===== config.mk =====
export PLATFORM = sky130hd
export DESIGN_NAME = pf_flag_bank
export DESIGN_NICKNAME = d
export VERILOG_FILES = /design/src/core/pf_flags_pkg.sv /design/src/core/pf_flag_bank.sv
export SDC_FILE = /design/constraint.sdc
export NUM_CORES = 1
export LEC_CHECK = 0
export BUFFER_PORTS_ARGS = -buffer_cell sky130_fd_sc_hd__buf_2
export CORE_ASPECT_RATIO = 1.2
export CORE_MARGIN = 2
export CORE_UTILIZATION = 35
export DETAILED_ROUTE_END_ITERATION = 12
export PLACE_DENSITY = 0.75
export SLEW_MARGIN = 20
export SYNTH_ARGS = -nofsm -noshare
export SYNTH_HDL_FRONTEND = slang
export SYNTH_SLANG_ARGS = --single-unit

===== constraint.sdc =====
create_clock -name clk_i -period 2.8 [get_ports clk_i]
set_input_delay 0.14 -clock clk_i [delete_from_list [all_inputs] [get_ports clk_i]]
set_output_delay 0.14 -clock clk_i [all_outputs]
set_load 0.05 [all_outputs]

===== src/core/pf_flags_pkg.sv =====
// Package: register map, field positions and carriers for the permanent-fail flag bank
`default_nettype none
package pf_flags_pkg;

	// ----------------------------------------------------------------
	// Register byte addresses
	// ----------------------------------------------------------------
	localparam logic [7:0] ADDR_ALERT_B = 8'h00;
	localparam logic [7:0] ADDR_FAULT_B = 8'h04;
	localparam logic [7:0] ADDR_ALERT_C = 8'h08;
	localparam logic [7:0] ADDR_FAULT_C = 8'h0C;
	localparam logic [7:0] ADDR_ALERT_D = 8'h10;
	localparam logic [7:0] ADDR_SUMMARY = 8'h14;
	localparam logic [7:0] ADDR_CLEAR = 8'h18;
	localparam logic [7:0] ADDR_IRQ_STAT = 8'h1C;
	localparam logic [7:0] ADDR_IRQ_MASK = 8'h20;

	// ----------------------------------------------------------------
	// Field positions
	// ----------------------------------------------------------------
	localparam int BIT_DISCHARGE_SHORT_LATCH = 7;
	localparam int BIT_IMBALANCE_ACTIVE = 4;
	localparam int BIT_IMBALANCE_REST = 3;
	localparam int BIT_SECOND_LEVEL = 2;
	localparam int BIT_DISCHARGE_SWITCH = 1;
	localparam int BIT_CHARGE_SWITCH = 0;
	localparam int BIT_COMMANDED = 7;
	localparam int BIT_MUX = 6;
	localparam int BIT_GROUND = 5;
	localparam int BIT_VREF = 4;
	localparam int BIT_OSC = 3;
	localparam int BIT_INSTR_ROM = 2;
	localparam int BIT_DATA_ROM = 1;
	localparam int BIT_OTP = 0;
	localparam int BIT_STACK_SUM = 0;
	localparam int BIT_SUMMARY = 12;

	// Implemented-bit masks; every other bit reads zero
	localparam logic [7:0] MASK_B = 8'h9F;
	localparam logic [7:0] MASK_ALERT_C = 8'h78;
	localparam logic [7:0] MASK_FAULT_C = 8'hFF;
	localparam logic [7:0] MASK_D = 8'h01;

	// Interrupt status bits: one per fault register newly set
	localparam int IRQ_FAULT_B = 0;
	localparam int IRQ_FAULT_C = 1;
	localparam int IRQ_FAULT_D = 2;
	localparam logic [2:0] IRQ_MASK_RESET = 3'h0;

	// AXI responses
	localparam logic [1:0] RESP_OKAY = 2'h0;
	localparam logic [1:0] RESP_SLVERR = 2'h2;

	// ----------------------------------------------------------------
	// Carriers
	// ----------------------------------------------------------------
	typedef struct packed {
		logic [7:0] b;
		logic [7:0] c;
		logic [7:0] d;
	} pf_flags_s;

	typedef enum logic [1:0] {
		RD_IDLE,
		RD_RESP
	} rd_state_e;

endpackage
`default_nettype wire


===== src/core/pf_flag_bank.sv =====
// Permanent-fail alert and fault flag bank with AXI4-Lite register access
//
// The AXI4-Lite interface to the registers and the placing of the registers were chosen for this implementation.
`default_nettype none

// Function
// - Alert bit mirrors raised enabled alert
// - Fault bit shows enabled check became fault
// - Bit 7 B: discharge short latch
// - B bits 4,3: imbalance active, rest
// - B bit 2: second-level protector
// - B bits 1,0: discharge, charge switch
// - Alert C bits 6,5: mux, ground
// - Alert C bits 4,3: reference, oscillator
// - Fault C uses same positions 6..3
// - Fault C bit 7: commanded fail
// - Fault C bits 2,1: instruction, data ROM
// - Fault C bit 0: one-time memory
// - Alert D bit 0: stack vs cells
// - Summary bit 12 ORs all faults
module pf_flag_bank
	import pf_flags_pkg::*;
(
	// Clock and reset
	input wire logic clk_i,
	input wire logic rst_n_i,
	// Check results, alert levels (same clock domain)
	input wire logic discharge_short_latch_alert_i,
	input wire logic imbalance_active_alert_i,
	input wire logic imbalance_rest_alert_i,
	input wire logic second_level_protector_alert_i,
	input wire logic discharge_switch_alert_i,
	input wire logic charge_switch_alert_i,
	input wire logic mux_check_alert_i,
	input wire logic ground_measure_alert_i,
	input wire logic vref_alert_i,
	input wire logic low_freq_osc_alert_i,
	input wire logic stack_vs_cell_sum_alert_i,
	// Check results, fault trigger levels
	input wire logic discharge_short_latch_fail_i,
	input wire logic imbalance_active_fail_i,
	input wire logic imbalance_rest_fail_i,
	input wire logic second_level_protector_fail_i,
	input wire logic discharge_switch_fail_i,
	input wire logic charge_switch_fail_i,
	input wire logic commanded_fail_i,
	input wire logic mux_check_fail_i,
	input wire logic ground_measure_fail_i,
	input wire logic vref_fail_i,
	input wire logic low_freq_osc_fail_i,
	input wire logic instruction_rom_fail_i,
	input wire logic data_rom_fail_i,
	input wire logic one_time_memory_fail_i,
	// Per-check enables: 0 keeps the check out of the bank
	input wire logic [7:0] enable_b_i,
	input wire logic [7:0] enable_c_i,
	input wire logic [7:0] enable_d_i,
	// Device-level fault clear request, one-cycle pulse
	input wire logic fault_clear_i,
	// Summary and interrupt
	output logic permanent_fail_summary_o,
	output logic irq_o,
	// AXI4-Lite write address
	input wire logic [7:0] s_axi_awaddr,
	input wire logic s_axi_awvalid,
	output logic s_axi_awready,
	// AXI4-Lite write data
	input wire logic [31:0] s_axi_wdata,
	input wire logic [3:0] s_axi_wstrb,
	input wire logic s_axi_wvalid,
	output logic s_axi_wready,
	// AXI4-Lite write response
	output logic [1:0] s_axi_bresp,
	output logic s_axi_bvalid,
	input wire logic s_axi_bready,
	// AXI4-Lite read address
	input wire logic [7:0] s_axi_araddr,
	input wire logic s_axi_arvalid,
	output logic s_axi_arready,
	// AXI4-Lite read data
	output logic [31:0] s_axi_rdata,
	output logic [1:0] s_axi_rresp,
	output logic s_axi_rvalid,
	input wire logic s_axi_rready
);

	// ----------------------------------------------------------------
	// Raw check vectors packed into register layout
	// ----------------------------------------------------------------
	pf_flags_s alert_raw; // Alert inputs in bit positions
	pf_flags_s fail_raw; // Fault inputs in bit positions
	pf_flags_s alert_q; // Registered alert view
	pf_flags_s fault_q; // Sticky fault view
	pf_flags_s next_fault; // Fault next state
	logic [2:0] irq_stat; // Sticky interrupt status
	logic [2:0] irq_mask; // Interrupt enables
	logic sw_clear; // Software fault-clear pulse

	always_comb begin
		alert_raw = '0;
		alert_raw.b[BIT_DISCHARGE_SHORT_LATCH] = discharge_short_latch_alert_i;
		alert_raw.b[BIT_IMBALANCE_ACTIVE] = imbalance_active_alert_i;
		alert_raw.b[BIT_IMBALANCE_REST] = imbalance_rest_alert_i;
		alert_raw.b[BIT_SECOND_LEVEL] = second_level_protector_alert_i;
		alert_raw.b[BIT_DISCHARGE_SWITCH] = discharge_switch_alert_i;
		alert_raw.b[BIT_CHARGE_SWITCH] = charge_switch_alert_i;
		alert_raw.c[BIT_MUX] = mux_check_alert_i;
		alert_raw.c[BIT_GROUND] = ground_measure_alert_i;
		alert_raw.c[BIT_VREF] = vref_alert_i;
		alert_raw.c[BIT_OSC] = low_freq_osc_alert_i;
		alert_raw.d[BIT_STACK_SUM] = stack_vs_cell_sum_alert_i;
	end

	always_comb begin
		fail_raw = '0;
		fail_raw.b[BIT_DISCHARGE_SHORT_LATCH] = discharge_short_latch_fail_i;
		fail_raw.b[BIT_IMBALANCE_ACTIVE] = imbalance_active_fail_i;
		fail_raw.b[BIT_IMBALANCE_REST] = imbalance_rest_fail_i;
		fail_raw.b[BIT_SECOND_LEVEL] = second_level_protector_fail_i;
		fail_raw.b[BIT_DISCHARGE_SWITCH] = discharge_switch_fail_i;
		fail_raw.b[BIT_CHARGE_SWITCH] = charge_switch_fail_i;
		fail_raw.c[BIT_COMMANDED] = commanded_fail_i;
		fail_raw.c[BIT_MUX] = mux_check_fail_i;
		fail_raw.c[BIT_GROUND] = ground_measure_fail_i;
		fail_raw.c[BIT_VREF] = vref_fail_i;
		fail_raw.c[BIT_OSC] = low_freq_osc_fail_i;
		fail_raw.c[BIT_INSTR_ROM] = instruction_rom_fail_i;
		fail_raw.c[BIT_DATA_ROM] = data_rom_fail_i;
		fail_raw.c[BIT_OTP] = one_time_memory_fail_i;
		fail_raw.d = '0; // Fault D lives outside this bank
	end

	// ----------------------------------------------------------------
	// Alert flags: live view of enabled alerts, one cycle late
	// ----------------------------------------------------------------
	always_ff @(posedge clk_i) begin
		if (!rst_n_i) begin
			alert_q <= '0;
		end else begin
			alert_q.b <= alert_raw.b & enable_b_i & MASK_B;
			alert_q.c <= alert_raw.c & enable_c_i & MASK_ALERT_C;
			alert_q.d <= alert_raw.d & enable_d_i & MASK_D;
		end
	end

	// ----------------------------------------------------------------
	// Fault flags: sticky, a new trigger beats a clear
	// ----------------------------------------------------------------
	always_comb begin
		next_fault = fault_q;
		if (fault_clear_i || sw_clear) begin
			next_fault = '0;
		end
		next_fault.b = next_fault.b | (fail_raw.b & enable_b_i & MASK_B);
		next_fault.c = next_fault.c | (fail_raw.c & enable_c_i & MASK_FAULT_C);
		next_fault.d = '0;
	end

	always_ff @(posedge clk_i) begin
		if (!rst_n_i) begin
			fault_q <= '0;
		end else begin
			fault_q <= next_fault;
		end
	end

	// Summary follows the fault registers
	assign permanent_fail_summary_o = |{fault_q.b, fault_q.c};

	// ----------------------------------------------------------------
	// Interrupt status: rising fault per register, write-one-to-clear
	// ----------------------------------------------------------------
	logic [2:0] irq_event; // New fault bits per register
	logic [2:0] irq_w1c; // Software clear bits
	logic wr_fire; // Write accepted this cycle
	logic [7:0] wr_addr; // Latched write address
	logic [31:0] wr_data; // Latched write data
	logic aw_held; // Address taken, waiting on data
	logic w_held; // Data taken, waiting on address

	assign irq_event[IRQ_FAULT_B] = |(next_fault.b & ~fault_q.b);
	assign irq_event[IRQ_FAULT_C] = |(next_fault.c & ~fault_q.c);
	assign irq_event[IRQ_FAULT_D] = 1'b0;
	assign irq_w1c = (wr_fire && wr_addr == ADDR_IRQ_STAT) ? wr_data[2:0] : 3'h0;
	assign sw_clear = wr_fire && wr_addr == ADDR_CLEAR && wr_data[0];

	always_ff @(posedge clk_i) begin
		if (!rst_n_i) begin
			irq_stat <= '0;
		end else begin
			// Set wins over a simultaneous clear
			irq_stat <= (irq_stat & ~irq_w1c) | irq_event;
		end
	end

	always_ff @(posedge clk_i) begin
		if (!rst_n_i) begin
			irq_mask <= IRQ_MASK_RESET;
		end else if (wr_fire && wr_addr == ADDR_IRQ_MASK) begin
			irq_mask <= wr_data[2:0];
		end
	end

	assign irq_o = |(irq_stat & irq_mask);

	// ----------------------------------------------------------------
	// AXI4-Lite write channel: address and data in either order
	// ----------------------------------------------------------------
	assign s_axi_awready = !aw_held && !s_axi_bvalid;
	assign s_axi_wready = !w_held && !s_axi_bvalid;
	assign wr_fire = aw_held && w_held;

	always_ff @(posedge clk_i) begin
		if (!rst_n_i) begin
			aw_held <= 1'b0;
			w_held <= 1'b0;
			wr_addr <= '0;
			wr_data <= '0;
			s_axi_bvalid <= 1'b0;
			s_axi_bresp <= RESP_OKAY;
		end else begin
			if (s_axi_awvalid && s_axi_awready) begin
				aw_held <= 1'b1;
				wr_addr <= s_axi_awaddr;
			end
			if (s_axi_wvalid && s_axi_wready) begin
				w_held <= 1'b1;
				// Byte lane 0 carries all writable bits
				wr_data <= s_axi_wstrb[0] ? s_axi_wdata : 32'h0000_0000;
			end
			if (wr_fire) begin
				aw_held <= 1'b0;
				w_held <= 1'b0;
				s_axi_bvalid <= 1'b1;
				// Flag registers take no write; unmapped answers error
				case (wr_addr)
					ADDR_ALERT_B, ADDR_FAULT_B, ADDR_ALERT_C, ADDR_FAULT_C, ADDR_ALERT_D, ADDR_SUMMARY,
					ADDR_CLEAR, ADDR_IRQ_STAT, ADDR_IRQ_MASK: begin
						s_axi_bresp <= RESP_OKAY;
					end
					default: begin
						s_axi_bresp <= RESP_SLVERR;
					end
				endcase
			end else if (s_axi_bvalid && s_axi_bready) begin
				s_axi_bvalid <= 1'b0;
			end
		end
	end

	// ----------------------------------------------------------------
	// AXI4-Lite read channel
	// ----------------------------------------------------------------
	rd_state_e rd_state; // Read state
	logic [31:0] rd_mux; // Selected read word
	logic rd_ok; // Address is mapped

	always_comb begin
		rd_mux = 32'h0000_0000;
		rd_ok = 1'b1;
		case (s_axi_araddr)
			ADDR_ALERT_B: rd_mux[7:0] = alert_q.b;
			ADDR_FAULT_B: rd_mux[7:0] = fault_q.b;
			ADDR_ALERT_C: rd_mux[7:0] = alert_q.c;
			ADDR_FAULT_C: rd_mux[7:0] = fault_q.c;
			ADDR_ALERT_D: rd_mux[7:0] = alert_q.d;
			ADDR_SUMMARY: rd_mux[BIT_SUMMARY] = permanent_fail_summary_o;
			ADDR_CLEAR: rd_mux = 32'h0000_0000;
			ADDR_IRQ_STAT: rd_mux[2:0] = irq_stat;
			ADDR_IRQ_MASK: rd_mux[2:0] = irq_mask;
			default: rd_ok = 1'b0;
		endcase
	end

	assign s_axi_arready = (rd_state == RD_IDLE);

	always_ff @(posedge clk_i) begin
		if (!rst_n_i) begin
			rd_state <= RD_IDLE;
			s_axi_rvalid <= 1'b0;
			s_axi_rdata <= 32'h0000_0000;
			s_axi_rresp <= RESP_OKAY;
		end else begin
			case (rd_state)
				RD_IDLE: begin
					if (s_axi_arvalid) begin
						s_axi_rdata <= rd_mux;
						s_axi_rresp <= rd_ok ? RESP_OKAY : RESP_SLVERR;
						s_axi_rvalid <= 1'b1;
						rd_state <= RD_RESP;
					end
				end
				RD_RESP: begin
					if (s_axi_rready) begin
						s_axi_rvalid <= 1'b0;
						rd_state <= RD_IDLE;
					end
				end
				default: begin
					rd_state <= RD_IDLE;
				end
			endcase
		end
	end

	// ----------------------------------------------------------------
	// Checks
	// ----------------------------------------------------------------
	chk_alert_follows: assert property (@(posedge clk_i) disable iff (!rst_n_i)
		alert_q.b == ($past(alert_raw.b) & $past(enable_b_i) & MASK_B))
		else $error("alert B does not follow enabled checks");
	chk_fault_sets: assert property (@(posedge clk_i) disable iff (!rst_n_i)
		(charge_switch_fail_i && enable_b_i[BIT_CHARGE_SWITCH]) |=> fault_q.b[BIT_CHARGE_SWITCH])
		else $error("charge switch fault not set");
	chk_short_latch_bit: assert property (@(posedge clk_i) disable iff (!rst_n_i)
		(discharge_short_latch_fail_i && enable_b_i[7]) |=> fault_q.b[7])
		else $error("short latch fault not at bit 7");
	chk_commanded_bit: assert property (@(posedge clk_i) disable iff (!rst_n_i)
		(commanded_fail_i && enable_c_i[7]) |=> fault_q.c[7])
		else $error("commanded fault not at bit 7");
	chk_otp_bit: assert property (@(posedge clk_i) disable iff (!rst_n_i)
		(one_time_memory_fail_i && enable_c_i[0]) |=> fault_q.c[0])
		else $error("one-time memory fault not at bit 0");
	chk_stack_alert: assert property (@(posedge clk_i) disable iff (!rst_n_i)
		(stack_vs_cell_sum_alert_i && enable_d_i[0]) |=> alert_q.d == 8'h01)
		else $error("stack alert not at bit 0");
	chk_summary_tracks: assert property (@(posedge clk_i) disable iff (!rst_n_i)
		permanent_fail_summary_o == ((fault_q.b | fault_q.c) != 8'h00))
		else $error("summary disagrees with faults");
	chk_reserved_zero: assert property (@(posedge clk_i) disable iff (!rst_n_i)
		(fault_q.b & ~MASK_B) == 8'h00 && (alert_q.c & ~MASK_ALERT_C) == 8'h00)
		else $error("reserved bit set");
	chk_fault_sticky: assert property (@(posedge clk_i) disable iff (!rst_n_i)
		(fault_q.c[BIT_MUX] && !fault_clear_i && !sw_clear) |=> fault_q.c[BIT_MUX])
		else $error("fault dropped without clear");
	chk_read_answer: assert property (@(posedge clk_i) disable iff (!rst_n_i)
		(s_axi_arvalid && s_axi_arready) |=> s_axi_rvalid)
		else $error("read not answered next cycle");
	cov_fault_raised: cover property (@(posedge clk_i) disable iff (!rst_n_i) $rose(permanent_fail_summary_o));
	cov_fault_cleared: cover property (@(posedge clk_i) disable iff (!rst_n_i) $fell(permanent_fail_summary_o));
	cov_irq: cover property (@(posedge clk_i) disable iff (!rst_n_i) $rose(irq_o));
	cov_write_resp: cover property (@(posedge clk_i) disable iff (!rst_n_i) s_axi_bvalid && s_axi_bready);

endmodule
`default_nettype wire


After elaboration in Yosys (flattened, before gate mapping)
Index checks and enable logic that the tools add are counted.
- register bits after elaboration: 84
- bits in latches: 0
- bits in writable memories: 0
- ROM bits: 0
- bits of input ports: 109
- output and inout bits: 43
- logic and storage cells: 102
- memories kept: 0
- add/sub/neg operators: 0
- multipliers: 0
- div/mod/pow operators: 0
- magnitude comparators: 0
- equality and inequality tests: 19
- shifts and indexed selects: 0
- multiplexer cells: 17
- bitwise operators: 16
- reduce and logical (&&, ||, !) cells: 29
- operators by type and width (operator ; number):
    8-bit by 5-bit == test with 1-bit output, second input constant ; 8
    8-bit AND ; 5
    8-bit by 4-bit == test with 1-bit output, second input constant ; 4
    5-bit case mux with 5 select lines ; 1
    24-bit 2-to-1 mux ; 1
    3-bit case mux with 7 select lines ; 1
    9-bit OR reduction ; 2
    8-bit by 3-bit == test with 1-bit output, second input constant ; 2
    8-bit by 6-bit == test with 1-bit output, second input constant ; 2
    8-bit logical NOT ; 2
    8-bit NOT ; 2
    8-bit OR ; 2
    16-bit OR reduction ; 1
    8-bit OR reduction ; 2
    1-bit logical AND ; 10
    2-bit 2-to-1 mux ; 4
    7-bit AND ; 1
    3-bit AND ; 2
    1-bit 2-to-1 mux ; 6
    3-bit 2-to-1 mux ; 2
    2-bit inequality test, second input constant ; 2
    2-bit case mux with 2 select lines ; 1
    2-bit AND reduction ; 2
    2-bit nonzero test ; 2
    12 further kinds ; 14

Depth between registers and ports, before layout
Gate-level depths: netlist (run 1).
- depth in word-level cells: 9
- depth in mapped cells: 6
- depth with buffers taken out: 4

Worst setup path before layout (run 1)
OpenSTA, ideal clock, no wires.
- path kind: flip-flop to flip-flop
- start: reg s_axi_bvalid
- end: reg wr_addr[0]
- library setup time: 76 ps
- data arrival time: 1882 ps
- required time: 2724 ps
- setup slack: 842 ps
- stages on the path, launching flop included: 6
- path buffers: 1
- clock period less this slack: 1958 ps
- cell sequence: dfxtp_1 > nor2_1 > and2_1 > clkbuf_1 > nand2_1 > a21boi_0
- word-level cells in the longest chain between the ends: 3
- RTL lines (what ; line ; text):
    start: declaration ; pf_flag_bank.sv:74 ; output logic s_axi_bvalid,
    start signal: assignment ; pf_flag_bank.sv:219 ; s_axi_bvalid <= 1'b0;
    start signal: assignment ; pf_flag_bank.sv:234 ; s_axi_bvalid <= 1'b1;
    start signal: assignment ; pf_flag_bank.sv:246 ; s_axi_bvalid <= 1'b0;
    1-bit logical NOT ; pf_flag_bank.sv:209 ; assign s_axi_awready = !aw_held && !s_axi_bvalid;
    1-bit logical AND ; pf_flag_bank.sv:209 ;
    net s_axi_awready ; pf_flag_bank.sv:66 ; output logic s_axi_awready,
    1-bit logical AND ; pf_flag_bank.sv:222 ; if (s_axi_awvalid && s_axi_awready) begin
    end signal: assignment ; pf_flag_bank.sv:224 ; wr_addr <= s_axi_awaddr;
    end: declaration ; pf_flag_bank.sv:176 ; logic [7:0] wr_addr;
The timed path passes the listed nets, and every way through them passes these cells.
A chain may end at the register's enable or synchronous reset.

Worst setup path after layout (run 1)
- start: reg fault_q[12] in the netlist's numbering
- end: out permanent_fail_summary_o
- word-level cells in the longest chain between the ends: 1
- RTL lines (what ; line ; text):
    start: declaration ; pf_flag_bank.sv:93 ; pf_flags_s fault_q;
    start signal: assignment ; pf_flag_bank.sv:163 ; fault_q <= next_fault;
    16-bit OR reduction ; pf_flag_bank.sv:168 ; assign permanent_fail_summary_o = |{fault_q.b, fault_q.c};
    end: declaration ; pf_flag_bank.sv:61 ; output logic permanent_fail_summary_o,
Every way passes these cells.

==> run_results.csv, run 1 <==
group,metric,value,unit
run_status,outcome,"complete, no violations",
min_path,worstHoldPathType,"in2reg",
final_layout,nNetsFinal,498,
grt,grt_max_degree,40,
worst_setup_path,cp_cell_sequence,"nor4_1 -> nand4_1 -> buf_2",
worst_setup_path,crit_path_max_incr_delay,0.33,ns
synth,netlist_area,2790,um2
die,dieArea,8690,um2
sta,slew_headroom,0.591,
synth,synth_top_family_by_area,"simple AND/OR/NAND/NOR gates",
route,drc_errors,0,
worst_setup_path,rrSetupSlack,1.17,ns
sta,worst_slew_pin_slew,0.612,ns
synth,synthTopCellsByArea,"dfxtp_1 42%, buf_4 6.7%, nand2_1 6.2%, a32o_1 5.0%, a21boi_0 4.8%",
min_path,hold_start,"discharge_short_latch_alert_i",
grt,antenna_found_initial,0,
clocking,postCtsSetupBuffers,0,
route,vias,2420,
grt,grt_pass1_vias,2192,
clocking,clk_latency,0.34,ns
min_path,min_path_cells,2,
pwr,clockPowerShare,0.342,
worst_setup_path,worst_setup_path_end_kind,"output pin",
final_layout,drive_above_1_share,0.282,
grt,grt_overflow,0,
synth,synth_compound_area_frac,0.197,
placed_design,portBuffers,85,
synth,yosys.area_share.adder,0,
route,viasPerCell,4.98,
die,initial_core_util,0.362,
route,wl,6.47,mm
synth,synth-xor-area-share,0,
route,ant_nets,0,
sta,setup_viol_count_final,0,
worst_setup_path,cp.arrival,1.51,ns
synth,synth_ff_type,"dfxtp_1",
sta,slew_viol_final,0,
worst_setup_path,reg2reg_to,"fault_q[14]$_SDFF_PN0_",
synth,synth_edf_count,0,
final_layout,layout_common_cells,"85 x buf_2, 59 x dfxtp_1, 46 x nand2_1",
sta,fin_worst_skew,0.0106,ns
min_path,min_to,"alert_q[23]$_SDFF_PN0_",
clocking,hold_buffers,0,
sta,finalCriticalPeriod,1.65,ns
sta,finalHoldViolations,0,
sta,fmax,608,MHz
pwr,power_density,562,nW/um2
synth,synth.avg_cell_area,9.05,um2
pwr,p_sw_frac,0.306,
synth,synth_top_area_share,0.424,
worst_setup_path,crit_fanout,4,
final_layout,area_growth,19.6,%
placed_design,gp_congestion,0.801,
final_layout,fin_util,0.432,
synth,synth-simple-area-share,0.233,
synth,ys_ff_latch,59,
clocking,clockBufferDepth,2,
pwr,combPwrFrac,0.173,
synth,yosysTopAreaCell,"dfxtp_1",
worst_setup_path,reg2reg_from,"wr_addr[0]$_SDFFE_PN0P_",
synth,synth_cell_types,44,
worst_setup_path,worst-path-buf-inv,1,
final_layout,diodes,0,
sta,rsz0062_at_grt,"no",
pwr,p_leak,1.49,nW
pwr,p_int,1.30,mW
worst_setup_path,cpMaxStageDelayCell,"dfxtp_1",
placed_design,dp_hpwl,5.01,mm
grt,track_usage,0.151,
clocking,cts_made_buffers,9,
final_layout,layout_commonest_cell,"buf_2",
die,die_h,102,um
final_layout,n_fill_cell,787,
synth,ys_seq_area_frac,0.424,
worst_setup_path,cp-start-kind,"register",
synth,synthArstFlopShare,0,
clocking,cts_resized,0,
pwr,seqPwrFrac,0.485,
clocking,cts_sinks,59,
die,ios,152,
clocking,path_clk_slew,0.07,ns
worst_setup_path,required,2.66,ns
worst_setup_path,critPathKind,"reg2out",
sta,setup_tns,0,ns
worst_setup_path,path_delay_family,"simple AND/OR/NAND/NOR gates",
die,fp.dieW,85.5,um
worst_setup_path,worstRegToRegCells,4,
grt,grt_pass1_wl,10.2,mm
synth,yosysWarnings,0,
route,firstDrtPassIters,5,
die,coreArea,7710,um2
sta,finalCritPeriodShare,0.588,
clocking,cts_tree,"built",
clocking,htree_num_levels,3,
pwr,ir_worst_vdd,0.314,mV
route,wl_per_cell,13.3,um
die,rows,35,
synth,muxShareOfSynthArea,0.0489,
run,maxCapViolCount,0,
route,drt_iter0_drc,139,
clocking,cts-root-buf,"clkbuf_8",
pwr,p_switching,0.574,mW
synth,syn_inst,308,
-- cell families after synthesis --
kind of cell / Yosys count
mux: 13
buf+inv: 44
flops: 59
other cells: 1
simple gates: 118
compound gates: 73
-- final cells by class --
| cell class | instances | area (um2) | share of cell area |
|---|---|---|---|
| Clock buffer | 11 | 131 | 0.0394 |
| Sequential cell | 59 | 1180 | 0.354 |
| Tap cell | 92 | 115 | 0.0345 |
| Clock inverter | 5 | 30.0 | 0.00901 |
| Multi-Input combinational cell | 229 | 1430 | 0.428 |
| Inverter | 4 | 15.0 | 0.00450 |
| Timing Repair Buffer | 86 | 433 | 0.130 |
-- through the flow --
stage	instance area [um2]	total power, mW	instances	setup slack (ns)	hold slack (ns)
detailed placement	3170	1.25	470	1.17	0.378
floorplan	2880	1.18	332	0.842	0.278
CTS	3330	1.89	486	1.14	0.0221
global route	3330	1.96	486	1.06	0.0240
global placement	3170	1.25	470	1.19	0.382
finish	3330	1.87	486	1.15	0.0369
-- flip-flops by register name, summed over array words and instances (netlist names), 3 cells and up --
name and count:
s_axi_rdata 9, wr_data 3, wr_addr 8, alert_q 11, irq_mask 3, fault_q 16, irq_stat 3
-- per-layer routing --
| metal | wire (um) | global-route usage | vias to the layer above | share of wire |
|---|---|---|---|---|
| li1 | - | - | 1232 | - |
| met2 | 2990 | 0.239 | 94 | 0.46 |
| met5 | 0 | 0 | - | 0 |
| met3 | 481 | 0.0407 | 14 | 0.074 |
| met4 | 172 | 0.0830 | 0 | 0.027 |
| met1 | 2820 | 0.187 | 1080 | 0.44 |
-- worst max path at each step --
stage,depth (start not counted),startpoint,endpoint
final,3,fault_q[12]$_SDFF_PN0_,permanent_fail_summary_o
after global routing,3,fault_q[23]$_SDFF_PN0_,permanent_fail_summary_o
after CTS,3,fault_q[12]$_SDFF_PN0_,permanent_fail_summary_o
after detailed placement,4,wr_addr[0]$_SDFFE_PN0P_,fault_q[14]$_SDFF_PN0_
after global placement,4,wr_addr[0]$_SDFFE_PN0P_,fault_q[20]$_SDFF_PN0_
after floorplan,5,s_axi_bvalid$_SDFFE_PN0P_,wr_addr[0]$_SDFFE_PN0P_
-- power groups by stage --
stage                     sequential (mW)  clock (mW)  combinational, mW
final                               0.909       0.641              0.324
after global routing                0.915       0.693              0.352
after CTS                           0.909       0.661              0.324
after detailed placement            0.928           0              0.323
after global placement              0.926           0              0.319
after floorplan                     0.935           0              0.247
-- worst reg2reg max path, cell delays in order, from the launching register on --
cell and delay [ns]:
dfxtp_1 0.33, nor4_4 0.33, nand4_2 0.19, o311a_4 0.43
a32o_1 0.24
-- Yosys cell counts (2+ instances only) --
cell type / n
nor3_1: 7
nor2b_1: 8
nand4_1: 3
buf_4: 25
mux2i_1: 8
and2_1: 6
inv_1: 4
nand3b_1: 4
nand2_1: 46
and3_1: 14
o211a_1: 2
a311oi_1: 2
a32o_1: 14
a21oi_1: 8
a31oi_1: 3
dfxtp_1: 59
nand2b_1: 5
nor2_1: 3
o22ai_1: 5
a21boi_0: 18
mux2_2: 5
a22o_1: 3
clkbuf_1: 12
nor4_1: 4
nand3_1: 9
o21ai_0: 13
(Power assumes the default switching activity.)
==> run 2: changes to the inputs <==
Settings changed: ABC_AREA set to 1, PLACE_DENSITY 0.75 to 0.77.
Clock period 2.8 ns to 1.35 ns, I/O delays scaled along.
==> run 2 against run 1 <==
Effect of this change: the flow now finishes with violations (setup timing); die area rose by 2.5%; sequential power rose by 110%; hold slack got worse by 0.025 ns; combinational power rose to 2.7 times the previous value; clock power rose to 2.8 times the previous value; critical path type unchanged; largest cell class unchanged; highest routed layer unchanged.
==> run_results.csv, run 2 <==
group,metric,value,unit
final_layout,multi_input_area,1510,um2
synth,synth_ff_type,"dfxtp_1",
pwr,p_leak,1.82,nW
clocking,path_clk_slew,0.06,ns
route,vias,3053,
sta,setup_viol_count_final,1,
grt,gr-usage-met2,0.305,
synth,yosysMostFrequentCell,"nand2_1",
final_layout,final_area,4050,um2
synth,syn_inst,388,
synth,synth_top_area_share,0.413,
final_layout,nNetsFinal,627,
worst_setup_path,worstRegToRegCells,7,
clocking,clockBufferDepth,2,
grt,grt_max_degree,41,
clocking,htree_num_levels,3,
sta,finalCriticalPeriod,1.45,ns
grt,grt_pass1_wl,12.6,mm
synth,synthTopCellsByArea,"dfxtp_1 41%, nand2_1 9.6%, nand3_1 7.5%, buf_4 6.6%, a21oi_1 5.9%",
grt,grt_pass1_vias,2803,
min_path,min_path_cells,3,
die,fp.dieW,86.5,um
die,ios,152,
sta,slew_viol_final,0,
final_layout,n_fill_cell,710,
final_layout,layout_common_cells,"84 x buf_2, 71 x nand2_1, 50 x dfxtp_1",
worst_setup_path,cp-start-kind,"register",
grt,met3_usage,0.0504,
placed_design,dp_hpwl,5.48,mm
sta,rsz0062_at_grt,"yes",
synth,netlist_area,2860,um2
sta,setup_ws,-0.101,ns
pwr,p_switching,1.33,mW
synth,ys_ff_latch,59,
sta,slew_headroom,0.636,
final_layout,fin_util,0.505,
pwr,seqPwrFrac,0.417,
sta,fmax,689,MHz
route,drt_iter0_drc,168,
route,wl,8.06,mm
die,initial_core_util,0.357,
die,coreArea,8020,um2
grt,grt_use_met1,0.206,
min_path,worstHoldPathType,"in2reg",
final_layout,layout_commonest_cell,"buf_2",
placed_design,gp_congestion,0.774,
clocking,cts-root-buf,"clkbuf_8",
sta,worst_slew_pin_slew,0.545,ns
route,firstDrtPassIters,7,
worst_setup_path,worst_setup_path_end_kind,"output pin",
synth,synth_cell_types,33,
clocking,cts_made_buffers,9,
sta,finalHoldViolations,0,
min_path,hold_start,"mux_check_fail_i",
pwr,p_int,3.28,mW
synth,yosysWarnings,0,
final_layout,top_register,"fault_q",
pwr,power_density,1140,nW/um2
worst_setup_path,reg2reg_to,"s_axi_rdata[12]$_SDFFE_PN0P_",
sta,hold_slack,0.0123,ns
worst_setup_path,cp.arrival,1.38,ns
grt,top_usage_layer,"met2",
grt,antenna_found_initial,0,
synth,synthArstFlopShare,0,
pwr,power,4.61,mW
worst_setup_path,required,1.28,ns
route,wl_per_cell,13.0,um
die,dieArea,8910,um2
final_layout,largest_reg_flops,16,
final_layout,register_area,1200,um2
final_layout,drive_above_1_share,0.306,
run,maxCapViolCount,0,
pwr,p_sw_frac,0.289,
placed_design,dp_cells,559,
min_path,min_to,"fault_q[14]$_SDFF_PN0_",
placed_design,portBuffers,85,
synth,ys_seq_area_frac,0.413,
worst_setup_path,crit_fanout,4,
synth,synth.avg_cell_area,7.37,um2
grt,grt_overflow,0,
placed_design,detailedPlace.worstSlack,-0.0730,ns
run_status,outcome,"complete, but fails checks",
die,rows,36,
pwr,clockPowerShare,0.390,
synth,synthTopCellsByCount,"73 x nand2_1, 59 x dfxtp_1, 45 x nor2_1",
worst_setup_path,rrSetupSlack,0.06,ns
sta,setup_tns,-0.101,ns
final_layout,area_growth,41.6,%
sta,finalCritPeriodShare,1.07,
final_layout,diodes,0,
worst_setup_path,reg2reg_from,"fault_q[10]$_SDFF_PN0_",
route,ant_nets,0,
pwr,ir_worst_vdd,0.729,mV
sta,fin_worst_skew,0.00792,ns
clocking,clk_latency,0.34,ns
final_layout,fin_cells,618,
route,drc_errors,0,
synth,yosysTopAreaCell,"dfxtp_1",
synth,synth_edf_count,0,
clocking,cts_sinks,59,
die,die_h,103,um
placed_design,place_area,3310,um2
final_layout,reg_top3,"fault_q x16, alert_q x11, s_axi_rdata x9",
grt,track_usage,0.181,
pwr,combPwrFrac,0.192,
worst_setup_path,critPathKind,"reg2out",
route,viasPerCell,4.94,
clocking,cts_tree,"built",
run_status,violations,"setup timing",
## run 2: worst max path at each step
stage                                   start                           to  slack, ns  cells after the start
floorplan           s_axi_rvalid$_SDFFE_PN0P_  s_axi_rdata[0]$_SDFFE_PN0P_      -0.03                      6
global placement         aw_held$_SDFFE_PP0P_       fault_q[21]$_SDFF_PN0_      -0.02                      5
detailed placement       aw_held$_SDFFE_PP0P_       fault_q[20]$_SDFF_PN0_      -0.07                      5
CTS                    fault_q[11]$_SDFF_PN0_     permanent_fail_summary_o      -0.07                      5
global route           fault_q[14]$_SDFF_PN0_     permanent_fail_summary_o      -0.16                      5
finish                 fault_q[10]$_SDFF_PN0_     permanent_fail_summary_o      -0.10                      5
## run 2: worst max-delay path: stages, from the launching register on
cell	delay (ns)
dfxtp_2	0.36
nor2_4	0.13
nand2_2	0.07
nor4_4	0.16
nand2_1	0.14
buf_6	0.18
## run 2: final cells by class
type / count / share of cell area
inverter: 29 / 0.0278
sequential: 59 / 0.296
multi-input combinational: 288 / 0.374
clock inverter: 5 / 0.0185
clock buffer: 11 / 0.0374
timing repair buffer: 131 / 0.217
tap: 95 / 0.0294
## run 2: logic make-up (layout without fill, tap and decap cells)
group	count (synthesis)	after routing	share of synthesized area
other	1	25	0.00131
flip-flops	59	59	0.413
AO/OA/AOI/OAI	72	72	0.142
AND/OR/NAND/NOR	190	191	0.317
buffers and inverters	66	176	0.126
## run 2: power groups by stage
stage / sequential (mW) / clock [mW] / combinational [mW]
CTS: 1.91 / 1.83 / 0.834
finish: 1.93 / 1.80 / 0.887
global route: 1.93 / 1.92 / 0.963
floorplan: 1.97 / 0 / 0.548
global placement: 1.94 / 0 / 0.722
detailed placement: 1.95 / 0 / 0.736
## run 2: layer usage
layer | share of wire | vias to the layer above
met1 | 0.40 | 1359
met2 | 0.49 | 150
li1 | - | 1502
met4 | 0.047 | 0
met3 | 0.064 | 42
met5 | 0 | -
## run 2: timing repair
item | 4_1_cts | 5_1_grt
hold endpoints to repair | 21 | 0
hold buffers | 35 | 0
resized for setup | 11 | 17
cloned | 1 | 0
setup endpoints to repair | 17 | 12
pin swaps | 1 | 9
buffers inserted | 1 | 6
